$ cat config.mk
export PLATFORM = sky130hd
export DESIGN_NAME = wd_device_flat
export DESIGN_NICKNAME = d
export VERILOG_FILES = /design/src/wd_pkg.sv /design/src/wd_link_if.sv /design/src/wd_device.sv /design/src/flat_wrapper.sv
export SDC_FILE = /design/constraint.sdc
export NUM_CORES = 1
export LEC_CHECK = 0
export BUFFER_PORTS_ARGS = -buffer_cell sky130_fd_sc_hd__buf_2
export CELL_PAD_IN_SITES_DETAIL_PLACEMENT = 1
export CELL_PAD_IN_SITES_GLOBAL_PLACEMENT = 1
export CORE_MARGIN = 2
export CORE_UTILIZATION = 47
export CTS_CLUSTER_DIAMETER = 60
export DETAILED_ROUTE_END_ITERATION = 16
export GPL_TIMING_DRIVEN = 0
export PLACE_DENSITY_LB_ADDON = 0.1
export SLEW_MARGIN = 15
export SYNTH_ARGS = -nofsm -noshare
export SYNTH_HDL_FRONTEND = slang
export SYNTH_SLANG_ARGS = --single-unit
$ cat constraint.sdc
create_clock -name ref_clk -period 3.8 [get_ports ref_clk]
set_clock_uncertainty 0.05 [all_clocks]
set_input_delay 0.19 -clock ref_clk [delete_from_list [all_inputs] [get_ports ref_clk]]
set_output_delay 0.19 -clock ref_clk [all_outputs]
set_load 0.02 [all_outputs]
$ cat src/wd_pkg.sv
// Shared constants and types for the windowed watchdog and its host end
package wd_pkg;

    // --------------------------------------------------------------
    // Time base
    // --------------------------------------------------------------
    localparam int TICK_TIME_MS    = 1;          // Timer step, ms
    localparam int CLK_PERIOD_PS   = 5000;       // 200 MHz clock
    localparam int PS_PER_MS       = 1000000000;
    localparam int TICK_CYCLES_DEF = TICK_TIME_MS * (PS_PER_MS / CLK_PERIOD_PS);

    // --------------------------------------------------------------
    // Register offsets
    // --------------------------------------------------------------
    localparam logic [2:0] ADDR_CTRL   = 3'h0;
    localparam logic [2:0] ADDR_CONFIG = 3'h1;
    localparam logic [2:0] ADDR_CLEAR  = 3'h2;
    localparam logic [2:0] ADDR_SCORE  = 3'h3;
    localparam logic [2:0] ADDR_EVENT  = 3'h4;

    // --------------------------------------------------------------
    // Field positions
    // --------------------------------------------------------------
    localparam int CTRL_EN_BIT   = 0;  // Timer enable
    localparam int CTRL_STBY_BIT = 1;  // Run in standby
    localparam int CTRL_KIND_BIT = 2;  // External fault: 1 hard, 0 soft
    localparam int CLEAR_BIT     = 0;  // Refresh pending, write 1 to clear
    localparam int SCORE_LIM_LSB = 4;  // Score limit at [6:4]
    localparam int EVENT_LIM_LSB = 4;  // Event limit at [7:4]

    // --------------------------------------------------------------
    // Reset values and counts
    // --------------------------------------------------------------
    localparam logic [7:0]  RDATA_RST    = 8'h00;
    localparam logic [2:0]  SCORE_RST    = 3'h0;
    localparam logic [3:0]  TALLY_RST    = 4'h0;
    localparam logic [2:0]  SCORE_STEP   = 3'h2;
    localparam logic [2:0]  SCORE_MAX    = 3'h7;
    localparam logic [2:0]  EARLY_LIMIT  = 3'h2;
    localparam logic [16:0] PERIOD_UNIT  = 17'h0_0001;

    // Timer states
    typedef enum logic [1:0]
    {
        T_IDLE = 2'b01,
        T_RUN  = 2'b10
    } timer_state_t;

endpackage

$ cat src/wd_link_if.sv
// Link between the watchdog device and its host: fault pin, reset, registers
`timescale 1ns/1ps
interface wd_link_if
(
    input wire logic ref_clk,
    input wire logic reset
);
    logic       host_fault_input_pin_n; // Host pulls low on fault
    logic       host_reset_out_n;       // Device holds host in reset
    logic [2:0] reg_addr;
    logic [7:0] reg_wdata;
    logic       reg_wr;
    logic       reg_rd;
    logic       reg_secure;             // Marks a protected write
    logic [7:0] reg_rdata;

    modport device
    (
        input  host_fault_input_pin_n,
        input  reg_addr,
        input  reg_wdata,
        input  reg_wr,
        input  reg_rd,
        input  reg_secure,
        output host_reset_out_n,
        output reg_rdata
    );

    modport host
    (
        output host_fault_input_pin_n,
        output reg_addr,
        output reg_wdata,
        output reg_wr,
        output reg_rd,
        output reg_secure,
        input  host_reset_out_n,
        input  reg_rdata
    );
endinterface

$ cat src/wd_device.sv
// Windowed watchdog event manager, device end
`timescale 1ns/1ps
module wd_device
#(
    parameter int TICK_CYCLES = wd_pkg::TICK_CYCLES_DEF
)
(
    input  wire logic       ref_clk,
    input  wire logic       reset,
    wd_link_if.device       link,
    input  wire logic [3:0] default_window_length_code,
    input  wire logic [2:0] default_expiry_score_limit,
    input  wire logic       default_timer_enable,
    input  wire logic       default_standby_timer_enable,
    input  wire logic [3:0] default_reset_event_limit,
    input  wire logic       windowed_refresh_select,
    input  wire logic       secure_required,
    input  wire logic       system_on,
    input  wire logic       off_mode,
    input  wire logic       standby,
    output logic            soft_wd_reset,
    output logic            hard_wd_reset,
    output logic            fault_transition
);
    import wd_pkg::*;

    // --------------------------------------------------------------
    // Fault pin synchroniser
    // --------------------------------------------------------------
    logic pin_meta;
    logic pin_sync;
    logic pin_prev;

    // Two stages, then a copy for the falling-edge detect
    always_ff @(posedge ref_clk or posedge reset)
    begin
        if (reset)
        begin
            pin_meta <= 1'b1;
            pin_sync <= 1'b1;
            pin_prev <= 1'b1;
        end
        else
        begin
            pin_meta <= link.host_fault_input_pin_n;
            pin_sync <= pin_meta;
            pin_prev <= pin_sync;
        end
    end

    // --------------------------------------------------------------
    // Control state
    // --------------------------------------------------------------
    timer_state_t state, next_state;
    logic        loaded, next_loaded;
    logic        enable, next_enable;
    logic        stby_en, next_stby_en;
    logic        kind_hard, next_kind_hard;
    logic [3:0]  code, next_code;
    logic        pending, next_pending;
    logic [2:0]  score, next_score;
    logic [2:0]  score_limit, next_score_limit;
    logic [3:0]  tally, next_tally;
    logic [3:0]  tally_limit, next_tally_limit;
    logic [17:0] prescale, next_prescale;
    logic [15:0] ms_count, next_ms_count;
    logic        rst_out_n, next_rst_out_n;
    logic [7:0]  rdata, next_rdata;
    logic        next_soft, next_hard, next_fault;

    logic        run_ok;
    logic        clear_req;
    logic        code_change;
    logic        tick;
    logic        fail;
    logic        good;
    logic        ev_int;
    logic        ev_ext;
    logic [16:0] period;
    logic [16:0] ms_plus;

    // Next-state computation for timer, score, tally and registers
    always_comb
    begin
        next_state       = state;
        next_loaded      = loaded;
        next_enable      = enable;
        next_stby_en     = stby_en;
        next_kind_hard   = kind_hard;
        next_code        = code;
        next_pending     = pending;
        next_score       = score;
        next_score_limit = score_limit;
        next_tally       = tally;
        next_tally_limit = tally_limit;
        next_prescale    = prescale;
        next_ms_count    = ms_count;
        next_soft        = 1'b0;
        next_hard        = 1'b0;
        next_fault       = 1'b0;
        next_rst_out_n   = system_on && !off_mode;
        clear_req        = 1'b0;
        code_change      = 1'b0;
        fail             = 1'b0;
        good             = 1'b0;
        ev_int           = 1'b0;
        ev_ext           = 1'b0;
        period           = PERIOD_UNIT << code;
        ms_plus          = {1'b0, ms_count} + PERIOD_UNIT;
        tick             = (prescale == 18'(TICK_CYCLES - 1));
        run_ok           = enable && rst_out_n
                           && (!standby || stby_en);
        next_rdata       = RDATA_RST;

        // Read port: data stands one cycle after the strobe
        if (link.reg_rd)
        begin
            case (link.reg_addr)
                ADDR_CTRL:   next_rdata = {5'h00, kind_hard, stby_en, enable};
                ADDR_CONFIG: next_rdata = {4'h0, code};
                ADDR_CLEAR:  next_rdata = {7'h00, pending};
                ADDR_SCORE:  next_rdata = {1'b0, score_limit, 1'b0, score};
                ADDR_EVENT:  next_rdata = {tally_limit, tally};
                default:     next_rdata = RDATA_RST;
            endcase
        end

        if (!loaded)
        begin
            // Defaults taken once after reset release
            next_loaded      = 1'b1;
            next_code        = default_window_length_code;
            next_enable      = default_timer_enable;
            next_stby_en     = default_standby_timer_enable;
            next_score_limit = default_expiry_score_limit;
            next_tally_limit = default_reset_event_limit;
        end
        else if (off_mode)
        begin
            // Off mode: timer, score and tally start afresh
            next_state    = T_IDLE;
            next_pending  = 1'b0;
            next_prescale = '0;
            next_ms_count = '0;
            next_score    = SCORE_RST;
            next_tally    = TALLY_RST;
        end
        else
        begin
            // Register writes
            if (link.reg_wr)
            begin
                case (link.reg_addr)
                    ADDR_CTRL:
                    begin
                        if (!secure_required || link.reg_secure)
                        begin
                            next_enable  = link.reg_wdata[CTRL_EN_BIT];
                            next_stby_en = link.reg_wdata[CTRL_STBY_BIT];
                        end
                        next_kind_hard = link.reg_wdata[CTRL_KIND_BIT];
                    end
                    ADDR_CONFIG:
                    begin
                        next_code   = link.reg_wdata[3:0];
                        code_change = (link.reg_wdata[3:0] != code);
                    end
                    ADDR_CLEAR:
                        clear_req = link.reg_wdata[CLEAR_BIT] && pending;
                    ADDR_SCORE:
                        next_score_limit = link.reg_wdata[SCORE_LIM_LSB +: 3];
                    ADDR_EVENT:
                    begin
                        next_tally       = link.reg_wdata[3:0];
                        next_tally_limit = link.reg_wdata[EVENT_LIM_LSB +: 4];
                    end
                    default:
                        next_rdata = next_rdata;
                endcase
            end

            // Timer sequencing
            case (state)
                T_IDLE:
                begin
                    if (run_ok)
                    begin
                        next_state    = T_RUN;
                        next_pending  = 1'b1;
                        next_prescale = '0;
                        next_ms_count = '0;
                    end
                end
                T_RUN:
                begin
                    next_prescale = tick ? 18'h0_0000 : prescale + 18'h0_0001;
                    if (!run_ok)
                    begin
                        next_state   = T_IDLE;
                        next_pending = 1'b0;
                    end
                    else if (code_change)
                    begin
                        next_pending  = 1'b1;
                        next_prescale = '0;
                        next_ms_count = '0;
                    end
                    else if (clear_req)
                    begin
                        if (windowed_refresh_select
                            && ({1'b0, ms_count} < (period >> 1)))
                            fail = 1'b1;
                        else
                            good = 1'b1;
                    end
                    else if (tick)
                    begin
                        if (ms_plus == period)
                            fail = 1'b1;
                        else
                            next_ms_count = ms_plus[15:0];
                    end
                end
                default:
                    next_state = T_IDLE;
            endcase

            // Score update and restart of the count
            if (fail || good)
            begin
                next_pending  = 1'b1;
                next_prescale = '0;
                next_ms_count = '0;
            end
            if (good && score != SCORE_RST)
            begin
                next_score = score - 3'h1;
                ev_int     = (next_score == score_limit);
            end
            if (fail)
            begin
                next_score = (score > SCORE_MAX - SCORE_STEP) ?
                             SCORE_MAX : score + SCORE_STEP;
                ev_int     = (next_score >= score_limit)
                             || (score_limit <= EARLY_LIMIT);
            end

            // External fault pin falling edge
            ev_ext = pin_prev && !pin_sync;

            if (ev_int || ev_ext)
            begin
                next_tally = tally + 4'h1;
                next_fault = (next_tally == tally_limit);
                next_hard  = ev_int || kind_hard;
                next_soft  = !next_hard;
            end

            if (next_hard)
            begin
                // Full reload from defaults
                next_state       = T_IDLE;
                next_pending     = 1'b0;
                next_score       = SCORE_RST;
                next_kind_hard   = 1'b0;
                next_code        = default_window_length_code;
                next_enable      = default_timer_enable;
                next_stby_en     = default_standby_timer_enable;
                next_score_limit = default_expiry_score_limit;
                next_tally_limit = default_reset_event_limit;
            end
            else if (next_soft)
            begin
                // Partial reload; host reset is left untouched
                next_state   = T_IDLE;
                next_pending = 1'b0;
                next_code    = default_window_length_code;
                next_enable  = default_timer_enable;
                next_stby_en = default_standby_timer_enable;
            end
        end
    end

    // Register the control state
    always_ff @(posedge ref_clk or posedge reset)
    begin
        if (reset)
        begin
            state            <= T_IDLE;
            loaded           <= 1'b0;
            enable           <= 1'b0;
            stby_en          <= 1'b0;
            kind_hard        <= 1'b0;
            code             <= 4'h0;
            pending          <= 1'b0;
            score            <= SCORE_RST;
            score_limit      <= 3'h0;
            tally            <= TALLY_RST;
            tally_limit      <= 4'h0;
            prescale         <= 18'h0_0000;
            ms_count         <= 16'h0000;
            rst_out_n        <= 1'b0;
            rdata            <= RDATA_RST;
            soft_wd_reset    <= 1'b0;
            hard_wd_reset    <= 1'b0;
            fault_transition <= 1'b0;
        end
        else
        begin
            state            <= next_state;
            loaded           <= next_loaded;
            enable           <= next_enable;
            stby_en          <= next_stby_en;
            kind_hard        <= next_kind_hard;
            code             <= next_code;
            pending          <= next_pending;
            score            <= next_score;
            score_limit      <= next_score_limit;
            tally            <= next_tally;
            tally_limit      <= next_tally_limit;
            prescale         <= next_prescale;
            ms_count         <= next_ms_count;
            rst_out_n        <= next_rst_out_n;
            rdata            <= next_rdata;
            soft_wd_reset    <= next_soft;
            hard_wd_reset    <= next_hard;
            fault_transition <= next_fault;
        end
    end

    // Link outputs
    assign link.host_reset_out_n = rst_out_n;
    assign link.reg_rdata        = rdata;

endmodule

$ cat src/flat_wrapper.sv
// flat-port wrapper written by rule: the top's interface ports become plain ports
module wd_device_flat import wd_pkg::*;
#(
    parameter int TICK_CYCLES = wd_pkg::TICK_CYCLES_DEF
)
  (ref_clk, reset, default_window_length_code, default_expiry_score_limit, default_timer_enable, default_standby_timer_enable, default_reset_event_limit, windowed_refresh_select, secure_required, system_on, off_mode, standby, soft_wd_reset, hard_wd_reset, fault_transition, link_host_fault_input_pin_n, link_reg_addr, link_reg_wdata, link_reg_wr, link_reg_rd, link_reg_secure, link_host_reset_out_n, link_reg_rdata);
  wd_link_if link_i (.ref_clk(ref_clk), .reset(reset));
  input  wire logic ref_clk;
  input  wire logic reset;
  input  wire logic [3:0] default_window_length_code;
  input  wire logic [2:0] default_expiry_score_limit;
  input  wire logic default_timer_enable;
  input  wire logic default_standby_timer_enable;
  input  wire logic [3:0] default_reset_event_limit;
  input  wire logic windowed_refresh_select;
  input  wire logic secure_required;
  input  wire logic system_on;
  input  wire logic off_mode;
  input  wire logic standby;
  output logic soft_wd_reset;
  output logic hard_wd_reset;
  output logic fault_transition;
  input wire logic [$bits(link_i.host_fault_input_pin_n)-1:0] link_host_fault_input_pin_n;
  input wire logic [$bits(link_i.reg_addr)-1:0] link_reg_addr;
  input wire logic [$bits(link_i.reg_wdata)-1:0] link_reg_wdata;
  input wire logic [$bits(link_i.reg_wr)-1:0] link_reg_wr;
  input wire logic [$bits(link_i.reg_rd)-1:0] link_reg_rd;
  input wire logic [$bits(link_i.reg_secure)-1:0] link_reg_secure;
  output wire logic [$bits(link_i.host_reset_out_n)-1:0] link_host_reset_out_n;
  output wire logic [$bits(link_i.reg_rdata)-1:0] link_reg_rdata;
  assign link_i.host_fault_input_pin_n = link_host_fault_input_pin_n;
  assign link_i.reg_addr = link_reg_addr;
  assign link_i.reg_wdata = link_reg_wdata;
  assign link_i.reg_wr = link_reg_wr;
  assign link_i.reg_rd = link_reg_rd;
  assign link_i.reg_secure = link_reg_secure;
  assign link_host_reset_out_n = link_i.host_reset_out_n;
  assign link_reg_rdata = link_i.reg_rdata;
  wd_device #(.TICK_CYCLES(TICK_CYCLES)) u_core (.ref_clk(ref_clk), .reset(reset), .link(link_i), .default_window_length_code(default_window_length_code), .default_expiry_score_limit(default_expiry_score_limit), .default_timer_enable(default_timer_enable), .default_standby_timer_enable(default_standby_timer_enable), .default_reset_event_limit(default_reset_event_limit), .windowed_refresh_select(windowed_refresh_select), .secure_required(secure_required), .system_on(system_on), .off_mode(off_mode), .standby(standby), .soft_wd_reset(soft_wd_reset), .hard_wd_reset(hard_wd_reset), .fault_transition(fault_transition));
endmodule
==> impl_metrics.csv <==
group,metric,value,unit
outcome,status,"finished, final reports clean",
min_path,worstHoldPathType,"input pin to flop",
worst_setup_path,path_max_fanout,10,
power_and_ir_drop,power_density,323,nW/um^2
sta,finalSetupViolCount,0,
die,pin_count,47,
worst_setup_path,cp-startpoint,"u_core.code[2]",
finish,antenna_cells,0,
detailed_routing,viasPerCell,6.37,
clocking,ctsHtreeMaxLevel,3,
finish,area_delta_synth_final,14.4,%
die,design.core.area,12000,sq um
clocking,clkLatencyLatePin,0.35,ns
detailed_routing,finalWirelength,18.5,mm
worst_setup_path,startpoint_type,"flop",
worst_setup_path,worstPathArrival,3.84,ns
die,dieWidth,115,microns
sta,slew_viol_final,0,
clocking,tritoncts,"built",
yosys,avgSynthCellArea,8.80,sq um
finish,post_layout_nonfiller_instances,872,
sta,tightestPinTransition,1.24,ns
die,initial_utilization,48.1,%
worst_setup_path,end_kind,"flop",
worst_setup_path,rr_startpoint,"u_core.code[2]",
worst_setup_path,worstSetupPathType,"flop to flop",
detailed_routing,drt_first_pass_iters,5,
finish,final_common_cell,"dfrtp_1",
detailed_routing,ant_nets,0,
yosys,ys_seq_area_share,32.1,%
job,drv_cap,0,
global_routing,grt_overflow,0,
sta,hold_violations,0,
detailed_routing,wl_per_cell,21.2,microns
global_routing,antenna_found_initial,0,
detailed_routing,via_count,5556,
min_path,hp-start,"system_on",
finish,n_fill_cell,1438,
yosys,ys_ff_latch,74,
yosys,synth_cells,657,
placed_design,post-dp-hpwl,13.9,mm
clocking,clockBufferDepth,2,
yosys,syn_nets,717,
die,die_area,13200,sq um
placed_design,place_congestion,0.869,
sta,whs,0.0220,ns
worst_setup_path,required,3.99,ns
global_routing,grt_start_max_net_pins,48,
global_routing,grt_pass1_wl,29.8,mm
finish,nets,780,
yosys,synth_cell_types,83,
yosys,ys.flop_type,"dfrtp_1",
clocking,clkSinkCount,74,
yosys,netlist_area,5780,sq um
power_and_ir_drop,fin_total_pwr,2.14,mW
global_routing,grt.total_usage,29.0,%
sta,fin_tns_setup,0,ns
power_and_ir_drop,p_leak,2.86,nW
yosys,synth-edff-count,0,
clocking,clkTransAtPathRegs,0.06,ns
detailed_routing,drc,0,
sta,relSlewSlack,15.1,%
die,rows,40,
sta,fmax,274,MHz
global_routing,first_global_vias,5699,
finish,post-route-util,55.1,%
die,fp.dieH,115,microns
finish,layout-drive-gt1-share,18.1,%
detailed_routing,drt_iter0_markers,338,
power_and_ir_drop,max-vdd-ir-drop,0.296,mV
placed_design,io_buffers,44,
placed_design,dp_cells,849,
sta,finalCriticalPeriod,3.65,ns
clocking,numCtsBuffers,9,
finish,final_cell_mix,"dfrtp_1, o21ai_0, buf_2",
clocking,cts_root_buffer,"clkbuf_16",
yosys,yosys_warnings,0,
sta,fin_crit_sh,96.2,%
yosys,async_flop_share,100,%
[critical path, cell delays in order, from the launching register on]
cell and delay [ns]:
dfrtp_1 0.46, or4b_2 0.72, xnor2_1 0.17, nor3_1 0.17, or4b_4 0.50, a211o_1 0.37, o21ai_2 0.17, and2_1 0.16
buf_6 0.16, mux2_2 0.36, a211oi_1 0.24
[per-stage QoR]
stage	area, sq um	worst slack [ns]
2_1_floorplan	5780	0.503
3_3_place_gp	6190	-0.140
3_5_place_dp	6220	-0.236
4_1_cts	6520	0.0372
5_1_grt	6620	-0.00120
6_report	6620	0.146
[synth_stat cells, types with 4 or more instances]
master | number | share of area (%)
nor2_1 | 49 | 3.2
nand2_1 | 37 | 2.4
nor2b_1 | 15 | 1.6
nand4b_1 | 4 | 0.61
a32oi_1 | 5 | 0.76
dfrtp_1 | 70 | 30
nand3_1 | 25 | 2.2
nand2b_1 | 17 | 1.8
a211oi_1 | 9 | 1.2
or3_1 | 6 | 0.65
and3_1 | 18 | 1.9
o31ai_1 | 7 | 0.91
o41ai_1 | 5 | 0.76
nand4_1 | 10 | 1.1
mux2i_1 | 10 | 1.7
or4_1 | 5 | 0.65
a21oi_1 | 30 | 2.6
buf_6 | 6 | 1.2
mux2_1 | 4 | 0.78
a211o_1 | 7 | 1.1
xor2_1 | 10 | 1.5
nor3_1 | 16 | 1.4
mux2_4 | 5 | 1.3
buf_4 | 8 | 1.0
o21a_1 | 4 | 0.52
xnor2_1 | 20 | 3.0
a31oi_1 | 9 | 0.97
inv_1 | 27 | 1.8
o21ai_1 | 6 | 0.52
dfstp_2 | 4 | 1.8
and2_1 | 7 | 0.76
clkbuf_1 | 16 | 1.0
nor4_1 | 5 | 0.54
buf_2 | 8 | 0.69
o21ai_0 | 67 | 5.8
ha_1 | 25 | 5.4
mux2_2 | 8 | 1.6
a21o_1 | 5 | 0.65
[state kept, by name (all words and copies together), names as in the netlist]
register	flops
u_core.pin_sync	1
u_core.soft_wd_reset	1
u_core.hard_wd_reset	1
u_core.link.reg_rdata	8
u_core.state	2
u_core.enable	1
u_core.score	3
u_core.pin_meta	1
u_core.code	4
u_core.prescale	18
u_core.ms_count	16
u_core.fault_transition	1
u_core.pin_prev	1
u_core.score_limit	3
u_core.pending	1
u_core.stby_en	1
u_core.tally_limit	4
u_core.tally	4
u_core.link.host_reset_out_n	1
u_core.kind_hard	1
u_core.loaded	1
[power by group]
group | leakage, nW | switching [mW] | internal, mW
Sequential | 0.980 | 0.0420 | 0.825
Combinational | 1.75 | 0.271 | 0.201
Clock | 0.130 | 0.341 | 0.458
[worst paths after layout]
check	to	slack (ns)	cells after the start
min reg2reg	u_core.pin_sync	0.31	0
min in group asynchronous	u_core.tally_limit[3]	0.34	3
min	u_core.link.host_reset_out_n	0.02	2
max in group asynchronous	u_core.pin_meta	2.75	4
max reg2reg	u_core.tally_limit[2]	0.15	10
max	u_core.tally_limit[2]	0.15	10
[what timing repair did]
action	CTS	global route
endpoints found under the hold margin	28	0
hold buffers	2	0
cloned	0	0
pin swaps	0	3
buffers inserted	0	5
resized for setup	2	13
setup endpoints to repair	20	34
[per-layer routing]
metal	part of all wire [%]	vias to the layer above	global-route usage (%)
met5	0	-	0
met4	1.5	0	9.80
met3	4.0	17	3.37
met2	48	133	47.5
met1	46	2836	40.0
li1	-	2570	-
[logic make-up (layout without fill, tap and decap cells)]
logic type      count (synthesis)  after routing  share of synthesized area (%)
compound gates                188            188                           21.2
buf+inv                        65            133                           5.69
flops                          74             74                           32.1
fa+ha+maj                      25             25                           5.41
other cells                     1              1                         0.0648
mux                            27             27                           5.37
simple gates                  246            246                           25.3
xor+xnor                       31             31                           4.93
[area by class of cell]
class | count | area (sq um) | area share, %
clock inverter | 3 | 17.5 | 0.265
timing repair buffer | 52 | 305 | 4.62
clock buffer | 13 | 250 | 3.78
inverter | 27 | 104 | 1.57
tap | 147 | 184 | 2.78
multi-input combinational | 518 | 3670 | 55.5
buffer | 38 | 228 | 3.44
sequential | 74 | 1860 | 28.1
(Power assumes the default switching activity.)
